--- config.mk ---
export PLATFORM = sky130hd
export DESIGN_NAME = pcsr_ctrl
export DESIGN_NICKNAME = d
export VERILOG_FILES = /design/src/rtl/pcsr_pkg.sv /design/src/rtl/pcsr_ctrl.sv
export SDC_FILE = /design/constraint.sdc
export NUM_CORES = 1
export LEC_CHECK = 0
export BUFFER_PORTS_ARGS = -buffer_cell sky130_fd_sc_hd__buf_4
export CELL_PAD_IN_SITES_DETAIL_PLACEMENT = 2
export CELL_PAD_IN_SITES_GLOBAL_PLACEMENT = 2
export CORE_MARGIN = 4
export CORE_UTILIZATION = 33
export CTS_BUF_LIST = sky130_fd_sc_hd__clkbuf_8 sky130_fd_sc_hd__clkbuf_16
export CTS_CLUSTER_DIAMETER = 120
export DETAILED_ROUTE_END_ITERATION = 8
export PLACE_DENSITY_LB_ADDON = 0.1
export RECOVER_POWER = 50
export SYNTH_ARGS = -nofsm -noshare
export SYNTH_HDL_FRONTEND = slang
export SYNTH_SLANG_ARGS = --single-unit
--- constraint.sdc ---
create_clock -name core_clk -period 3.25 [get_ports core_clk]
set_input_delay 0.1625 -clock core_clk [delete_from_list [all_inputs] [get_ports core_clk]]
set_output_delay 0.1625 -clock core_clk [all_outputs]
set_load 0.02 [all_outputs]
--- src/rtl/pcsr_pkg.sv ---
/*
  Constants for the oscillator, sink-current and regulator control bank.
  Assumes an upstream two-wire serial slave that presents byte-wide
  register writes and reads on a simple same-clock strobe interface.
*/
// How it works
// Two-bit dimming frequency select, resets to 11
// Clock output held low when disabled
// Enabled clock output forces oscillator, toggles divided
// Clock output runs only with regulator A on
// Enable bit starts oscillator regardless of regulator
// Divider field selects 1,2,4,8; resets 00
// Sink current read-only, factory 01000
// Power-good asserts above 95%, drops below 90%
// Power-good reads 0 when disabled or low
// Power-good bits at 5,4, live, read-only
// Bit 1 enables regulator B, resets 0
// Bit 0 enables regulator A, resets 0
// Defaults reload on lockout release; spares read zero
package pcsr_pkg;
  // -----------------------------------------------------------------
  // Register offsets
  // -----------------------------------------------------------------
  localparam logic [7:0] OFS_OSC_DIM   = 8'h03;
  localparam logic [7:0] OFS_SINK      = 8'h04;
  localparam logic [7:0] OFS_REG_CTRL  = 8'h05;
  // -----------------------------------------------------------------
  // Field positions
  // -----------------------------------------------------------------
  localparam int POS_DIM_FREQ  = 3;
  localparam int POS_CLK_EN    = 2;
  localparam int POS_CLK_DIV   = 0;
  localparam int POS_B_OK      = 5;
  localparam int POS_A_OK      = 4;
  localparam int POS_B_ON      = 1;
  localparam int POS_A_ON      = 0;
  // -----------------------------------------------------------------
  // Reset / factory values
  // -----------------------------------------------------------------
  localparam logic [1:0] RST_DIM_FREQ  = 2'h3;
  localparam logic       RST_CLK_EN    = 1'b0;
  localparam logic [1:0] RST_CLK_DIV   = 2'h0;
  localparam logic       RST_REG_ON    = 1'b0;
  localparam logic [4:0] RST_SINK      = 5'h08;
  // Oscillator half-period counts for divide by 1,2,4,8
  localparam logic [2:0] HALF_DIV1     = 3'h0;
  localparam logic [2:0] HALF_DIV2     = 3'h0;
  localparam logic [2:0] HALF_DIV4     = 3'h1;
  localparam logic [2:0] HALF_DIV8     = 3'h3;
endpackage

--- src/rtl/pcsr_ctrl.sv ---
/*
  Register bank for clock output, dimming select, sink current and
  regulator enables. core_clk stands for the crystal oscillator;
  clockOutputPin toggles each oscillator half period scaled by the divider.
  Comparator inputs come from analog and are synchronised here.
  Assumes a same-clock serial slave ahead of the strobe port and a
  lockout detector that pulses uvloRelease for one cycle.
*/
`timescale 1ns/1ps
`default_nettype none
module pcsr_ctrl
  import pcsr_pkg::*;
(
  input  wire logic       core_clk,      // Oscillator-domain clock
  input  wire logic       sys_rst,       // Async reset, high
  input  wire logic       uvloRelease,   // Pulse: lockout released
  input  wire logic       wrEn,          // Register write strobe
  input  wire logic       rdEn,          // Register read strobe
  input  wire logic [7:0] regAddr,       // Register address
  input  wire logic [7:0] wrData,        // Write data
  output logic      [7:0] rdData,        // Read data, registered
  input  wire logic       aboveHiCmp,    // Analog: A above 95%
  input  wire logic       belowLoCmp,    // Analog: A below 90%
  input  wire logic       aboveHiCmpB,   // Analog: B above 95%
  input  wire logic       belowLoCmpB,   // Analog: B below 90%
  output logic            regulatorAOn,  // Regulator A enable
  output logic            regulatorBOn,  // Regulator B enable
  output logic      [1:0] dimmingFreqSel,// Dimming frequency select
  output logic            oscForceOn,    // Crystal oscillator force-on
  output logic            clockOutputPin,// Divided clock out
  output logic      [4:0] ledSinkCurrent // Sink current setting
);
  // -----------------------------------------------------------------
  // Control registers
  // -----------------------------------------------------------------
  logic [1:0] dimFreq_q;    // Dimming select
  logic       clkEn_q;      // Clock output enable
  logic [1:0] clkDiv_q;     // Clock divider select
  logic       aOn_q;        // Regulator A enable
  logic       bOn_q;        // Regulator B enable
  logic [2:0] divCnt_q;     // Divider counter
  logic       clock_output_pin_q;     // Clock output flop
  // Two-flop synchronisers; comparators are asynchronous to core_clk
  logic [1:0] aHiS_q;       // A above rising threshold
  logic [1:0] aLoS_q;       // A below falling threshold
  logic [1:0] bHiS_q;       // B above rising threshold
  logic [1:0] bLoS_q;       // B below falling threshold
  logic       aOk_q;        // A power-good, hysteretic
  logic       bOk_q;        // B power-good, hysteretic

  // -----------------------------------------------------------------
  // Decode
  // -----------------------------------------------------------------
  wire wrOsc  = wrEn && (regAddr == OFS_OSC_DIM);
  wire wrReg  = wrEn && (regAddr == OFS_REG_CTRL);
  // Clock output runs only with the enable bit and regulator A on
  wire clkRun = clkEn_q && aOn_q;
  // Terminal count: 2^div / 2 - 1 half-cycles; divide-by-1 passes clk
  wire [2:0] divTop = (clkDiv_q == 2'h3) ? HALF_DIV8 :
                      (clkDiv_q == 2'h2) ? HALF_DIV4 :
                      (clkDiv_q == 2'h1) ? HALF_DIV2 : HALF_DIV1;
  // Compare with >= so a smaller divider written mid-count wraps at once
  wire divWrap = (divCnt_q >= divTop);

  // Register writes; lockout release reloads defaults
  // Release outranks a write landing in the same cycle, so the host
  // must rewrite anything it set before the lockout
  always_ff @(posedge core_clk or posedge sys_rst) begin
    if (sys_rst) begin
      dimFreq_q <= RST_DIM_FREQ;
      clkEn_q   <= RST_CLK_EN;
      clkDiv_q  <= RST_CLK_DIV;
      aOn_q     <= RST_REG_ON;
      bOn_q     <= RST_REG_ON;
    end else if (uvloRelease) begin
      // Reload mirrors the reset values above
      dimFreq_q <= RST_DIM_FREQ;
      clkEn_q   <= RST_CLK_EN;
      clkDiv_q  <= RST_CLK_DIV;
      aOn_q     <= RST_REG_ON;
      bOn_q     <= RST_REG_ON;
    end else begin
      // Only the mapped fields are taken from the write byte
      if (wrOsc) begin // Spare bits dropped
        dimFreq_q <= wrData[POS_DIM_FREQ +: 2];
        clkEn_q   <= wrData[POS_CLK_EN];
        clkDiv_q  <= wrData[POS_CLK_DIV +: 2];
      end
      // Bits 5:4 of this byte are live status and are dropped
      if (wrReg) begin // Status bits not writable
        aOn_q <= wrData[POS_A_ON];
        bOn_q <= wrData[POS_B_ON];
      end
    end
  end

  // -----------------------------------------------------------------
  // Clock output divider
  // -----------------------------------------------------------------
  // Divide-by-1 cannot be made from flops at core rate; gate instead
  // The count restarts at zero whenever the output stops, so the first
  // edge after enabling comes a full half period later
  always_ff @(posedge core_clk or posedge sys_rst) begin
    if (sys_rst) begin
      divCnt_q <= 3'h0;
      clock_output_pin_q <= 1'b0;
    end else if (!clkRun) begin
      divCnt_q <= 3'h0;
      clock_output_pin_q <= 1'b0;
    end else if (divWrap) begin
      divCnt_q <= 3'h0;
      clock_output_pin_q <= ~clock_output_pin_q;
    end else begin
      divCnt_q <= divCnt_q + 3'h1;
    end
  end
  // Hazard: the gated path may give a short first pulse when clkRun
  // changes while core_clk is high; the load must tolerate it
  // Divide-by-1 passes the oscillator itself, gated low when off
  assign clockOutputPin = (clkDiv_q == 2'h0) ? (clkRun & core_clk) : clock_output_pin_q;

  // -----------------------------------------------------------------
  // Power-good hysteresis from synchronised comparators
  // -----------------------------------------------------------------
  always_ff @(posedge core_clk or posedge sys_rst) begin
    if (sys_rst) begin
      aHiS_q <= 2'h0;
      aLoS_q <= 2'h0;
      bHiS_q <= 2'h0;
      bLoS_q <= 2'h0;
      aOk_q  <= 1'b0;
      bOk_q  <= 1'b0;
    end else begin
      // Shift comparator levels through two flops
      aHiS_q <= {aHiS_q[0], aboveHiCmp};
      aLoS_q <= {aLoS_q[0], belowLoCmp};
      bHiS_q <= {bHiS_q[0], aboveHiCmpB};
      bLoS_q <= {bLoS_q[0], belowLoCmpB};
      // Clear wins over set: a disabled or collapsing rail is never good
      // Set above 95%, clear below 90%, or when disabled
      if (!aOn_q || aLoS_q[1]) aOk_q <= 1'b0;
      else if (aHiS_q[1])      aOk_q <= 1'b1;
      if (!bOn_q || bLoS_q[1]) bOk_q <= 1'b0;
      else if (bHiS_q[1])      bOk_q <= 1'b1;
    end
  end

  // -----------------------------------------------------------------
  // Read path
  // -----------------------------------------------------------------
  // Spare bits read zero; status is masked by the enable
  wire [7:0] rdOsc  = {3'h0, dimFreq_q, clkEn_q, clkDiv_q};
  wire [7:0] rdSink = {3'h0, RST_SINK};
  wire [7:0] rdReg  = {2'h0, bOk_q & bOn_q, aOk_q & aOn_q, 2'h0, bOn_q, aOn_q};
  // Unmapped addresses fall through to zero
  wire [7:0] rdMux  = (regAddr == OFS_OSC_DIM) ? rdOsc : (regAddr == OFS_SINK) ? rdSink :
                      (regAddr == OFS_REG_CTRL) ? rdReg : 8'h00;
  always_ff @(posedge core_clk or posedge sys_rst) begin
    // Read data is registered and holds until the next read strobe
    if (sys_rst) rdData <= 8'h00;
    else if (rdEn) rdData <= rdMux;
  end

  // -----------------------------------------------------------------
  // Outputs
  // -----------------------------------------------------------------
  assign regulatorAOn   = aOn_q;
  assign regulatorBOn   = bOn_q;
  assign dimmingFreqSel = dimFreq_q;
  assign oscForceOn     = clkEn_q;
  // Sink setting is fixed; host writes cannot reach it
  assign ledSinkCurrent = RST_SINK;

  // -----------------------------------------------------------------
  // Assertions
  // -----------------------------------------------------------------
  // Clock output gating and oscillator force
  AST_CLK_LOW: assert property (@(posedge core_clk) disable iff (sys_rst)
    !clkEn_q |=> !clock_output_pin_q) else $error("clock out toggled while disabled");
  AST_NEED_A: assert property (@(posedge core_clk) disable iff (sys_rst)
    !aOn_q |=> !clock_output_pin_q) else $error("clock out ran without regulator A");
  AST_OSC_ON: assert property (@(posedge core_clk) disable iff (sys_rst)
    wrOsc && !uvloRelease && wrData[POS_CLK_EN] |=> oscForceOn) else $error("oscillator not forced");
  // Divider periods
  AST_DIV8: assert property (@(posedge core_clk) disable iff (sys_rst)
    clkRun && clkDiv_q == 2'h3 && $rose(clock_output_pin_q) |-> ##4 (clock_output_pin_q == 1'b0 || !clkRun))
    else $error("divide by 8 period wrong");
  AST_DIV4: assert property (@(posedge core_clk) disable iff (sys_rst)
    clkRun && clkDiv_q == 2'h2 && $rose(clock_output_pin_q) |-> ##2 (!clock_output_pin_q || !clkRun || clkDiv_q != 2'h2))
    else $error("divide by 4 period wrong");
  AST_DIV2: assert property (@(posedge core_clk) disable iff (sys_rst)
    clkRun && clkDiv_q == 2'h1 |=> clock_output_pin_q != $past(clock_output_pin_q)) else $error("divide by 2 missed a toggle");
  // Read path
  AST_SINK: assert property (@(posedge core_clk) disable iff (sys_rst)
    rdEn && regAddr == OFS_SINK |=> rdData == 8'h08) else $error("sink current read wrong");
  AST_SPARE: assert property (@(posedge core_clk) disable iff (sys_rst)
    rdEn |=> rdData[7:6] == 2'h0) else $error("spare read bits not zero");
  AST_UNMAP: assert property (@(posedge core_clk) disable iff (sys_rst)
    rdEn && regAddr != OFS_OSC_DIM && regAddr != OFS_SINK && regAddr != OFS_REG_CTRL |=> rdData == 8'h00)
    else $error("unmapped read not zero");
  // Power-good
  AST_OK_OFF: assert property (@(posedge core_clk) disable iff (sys_rst)
    !aOn_q |=> !aOk_q) else $error("power good set while disabled");
  AST_B_OFF: assert property (@(posedge core_clk) disable iff (sys_rst)
    !bOn_q |=> !bOk_q) else $error("regulator B power good set while disabled");
  AST_HYST: assert property (@(posedge core_clk) disable iff (sys_rst)
    aOn_q && !aLoS_q[1] && aHiS_q[1] |=> aOk_q) else $error("power good failed to set");
  AST_OK_DROP: assert property (@(posedge core_clk) disable iff (sys_rst)
    aLoS_q[1] |=> !aOk_q) else $error("power good held below low threshold");
  AST_B_DROP: assert property (@(posedge core_clk) disable iff (sys_rst)
    bLoS_q[1] |=> !bOk_q) else $error("regulator B power good held below low threshold");
  // Enables, control writes and reload
  AST_OSC_WR: assert property (@(posedge core_clk) disable iff (sys_rst)
    wrOsc && !uvloRelease |=> dimFreq_q == $past(wrData[POS_DIM_FREQ +: 2])
      && clkDiv_q == $past(wrData[POS_CLK_DIV +: 2])) else $error("oscillator control write lost");
  AST_REG_EN: assert property (@(posedge core_clk) disable iff (sys_rst)
    wrReg && !uvloRelease |=> aOn_q == $past(wrData[0]) && bOn_q == $past(wrData[1]))
    else $error("regulator enable write lost");
  AST_RELOAD: assert property (@(posedge core_clk) disable iff (sys_rst)
    uvloRelease |=> dimFreq_q == RST_DIM_FREQ && !clkEn_q && !aOn_q) else $error("reload failed");
  COV_CLK_RUN: cover property (@(posedge core_clk) clkRun && $rose(clock_output_pin_q));
  COV_PGOOD:   cover property (@(posedge core_clk) $rose(aOk_q));
  COV_RELOAD:  cover property (@(posedge core_clk) uvloRelease && aOn_q);
  COV_DIV1:    cover property (@(posedge core_clk) clkRun && clkDiv_q == 2'h0);
  COV_BAND:    cover property (@(posedge core_clk) aOk_q && !aHiS_q[1] && !aLoS_q[1]);
endmodule // pcsr_ctrl
`default_nettype wire

==> results_dict.tcl <==
set metrics [dict create \
    path_buf_inv 3 \
    cp_top_family "buffers and inverters" \
    hold_viol_final 0 \
    ios 44 \
    drt-total-wl_um 3013 \
    synth-main-ff-cell "dfrtp_1" \
    p_per_area_nw_per_um2 412.1 \
    die_area_um2 4888 \
    antenna_found_initial 0 \
    dp_hpwl_um 2222 \
    ir_drop_v 0.0001886 \
    dpl.cell_count 182 \
    grt_pass1_wl_um 5140 \
    yosys.area.top_type "dfrtp_1" \
    synth-edff-count 0 \
    core_um2 3689 \
    portBuffers 33 \
    place_ws_ns 1.189 \
    synthMuxAreaShare_pct 6.726 \
    worstSetupStartpoint "core_clk" \
    cts_tree "built" \
    skew_ns 0.0009150 \
    slew_violations 0 \
    path_class "clk -> out" \
    drive_gt1_share_pct 31.51 \
    synth_xor_area_share_pct 0 \
    synth-simple-area-share_pct 19.68 \
    grt_pass1_vias 1061 \
    vias_per_cell 4.727 \
    p_leak_nw 0.7572 \
    min_path_type "in -> async" \
    syn_area_um2 1265 \
    grt_start_max_net_pins 28 \
    rsz0062_at_grt "false" \
    start_util_pct 34.29 \
    ys_seq_area_share_pct 53.61 \
    synth.most_common_cell "dfrtp_1" \
    die_height_um 69.92 \
    synth.cells.most_frequent "dfrtp_1, buf_4, nand2b_1, mux2i_1, nor2_1" \
    ctsHoldBuffers 5 \
    syn_avg_cell_area_um2 11.93 \
    fin_ws_ns 0.9182 \
    first_pass_iters 4 \
    clk_pin_slew_ns 0.09 \
    synthAdderAreaFrac_pct 2.967 \
    max_stage_delay_ns 0.17 \
    clock_latency_ns 0.37 \
    fin_hold_ws_ns 0.02766 \
    max-cap-violations 0 \
    path_cells "clkbuf_8, clkbuf_8, nand3_1, o31ai_1, buf_4" \
    cp_max_fo 2 \
    area_growth_pct 30.86 \
    critPathLaunchType "clock port" \
    synth.distinct_cells 32 \
    synthTopCellsByArea "dfrtp_1, mux2i_1, buf_4" \
    grt_usage_pct 13.75 \
    vias 917 \
    syn_inst 106 \
    relSlewSlack_pct 31.74 \
    grt_overflow_total 0 \
    die_width_um 69.92 \
    finalSetupViolations 0 \
    drtIter0Drc 13 \
    post_cts_resized 0 \
    synth_compound_area_share_pct 10.19 \
    worstMarginPinSlew_ns 1.023 \
    r2r_setup_slack_ns 1.45 \
    ys_seq_elements 27 \
    cp_slowest_cell "buf_4" \
    synth_top_area_share_pct 49.46 \
    cp-end-kind "primary output" \
    crit_top_cell "clkbuf_8" \
    wl_per_cell_um 15.53 \
    nets 175 \
    postCtsSetupRepairBufs 0 \
    ant_nets 0 \
    yosys_warnings 0 \
    gp_congestion 0.6990 \
    cp.arrival_ns 2.17 \
    num_antenna_cells 0 \
    async_reset_ff_share_pct 100.0 \
    drc 0 \
    finalPower_w 0.0006822 \
    r2r-start "clkDiv_q[1]" \
    run_status "finished clean" \
    rows 22 \
    required_ns 3.09 \
    tns_ns 0 \
    synth_top_family_by_area "simple AND/OR/NAND/NOR gates" \
    layout.cells.non_filler 194 \
]
[power breakdown]
part / switching (W) / internal, W
combinational: 0.0000313 / 0.0000254
clock: 0.000120 / 0.000163
sequential: 0.00000167 / 0.000341
total: 0.000153 / 0.000529
[flip-flops by register name (all words and copies together) (netlist names)]
name and cells:
bLoS_q 2, regulatorBOn 1, clock_output_pin_q 1, aHiS_q 2, bOk_q 1, aOk_q 1, clkDiv_q 2, dimmingFreqSel 2
bHiS_q 2, aLoS_q 2, rdData 6, regulatorAOn 1, divCnt_q 3, oscForceOn 1
[kinds of logic after synthesis]
family | Yosys count
flip-flops | 27
AND/OR/NAND/NOR | 40
other | 2
multiplexers | 8
AO/OA/AOI/OAI | 13
adder cells (fa/ha/maj) | 3
buffers and inverters | 13
[final cells by class]
type,count,area [um^2]
Tap cell,48,60.06
Sequential cell,27,678.2
Clock inverter,1,3.754
Multi-Input combinational cell,71,521.8
Clock buffer,7,90.09
Timing Repair Buffer,37,290.3
Fill cell,392,2033
Inverter,3,11.26
[layout by cell type, fill, tap and decap left out, types with 4 or more instances in the layout]
cell	Yosys	layout
buf_4	8	28
dfrtp_1	25	25
nand2b_1	8	8
mux2i_1	7	7
nor2_1	7	7
conb_1	2	7
clkbuf_8	0	6
nand2_1	5	5
dlygate4sd3_1	0	5
clkbuf_4	0	5
nor2b_1	4	4
inv_1	3	4
and2_1	4	4
[routing by layer]
layer	wire, um	vias to the layer above	global-route usage (%)
li1	-	431	-
met1	1244	447	16.06
met2	1543	33	22.14
met3	161	6	4.460
met4	63	0	7.660
met5	0	-	0
[per-stage QoR]
| step | utilization (%) | cell area (um^2) |
|---|---|---|
| 5_1_grt | 44.88 | 1655 |
| 2_1_floorplan | - | 1284 |
| 3_3_place_gp | 41.32 | 1524 |
| 6_report | 44.88 | 1655 |
| 4_1_cts | 45.01 | 1660 |
| 3_5_place_dp | 41.32 | 1524 |
[final timing paths]
path                                      end  cells past startpoint
setup / recovery               clockOutputPin                      5
hold / removal                      aLoS_q[0]                      2
setup reg to reg           clock_output_pin_q                      4
hold reg to reg                     aHiS_q[1]                      0
max in group asynchronous               bOk_q                      2
min in group core_clk       dimmingFreqSel[0]                      3
Note: power is estimated with default switching activity, not from simulation.
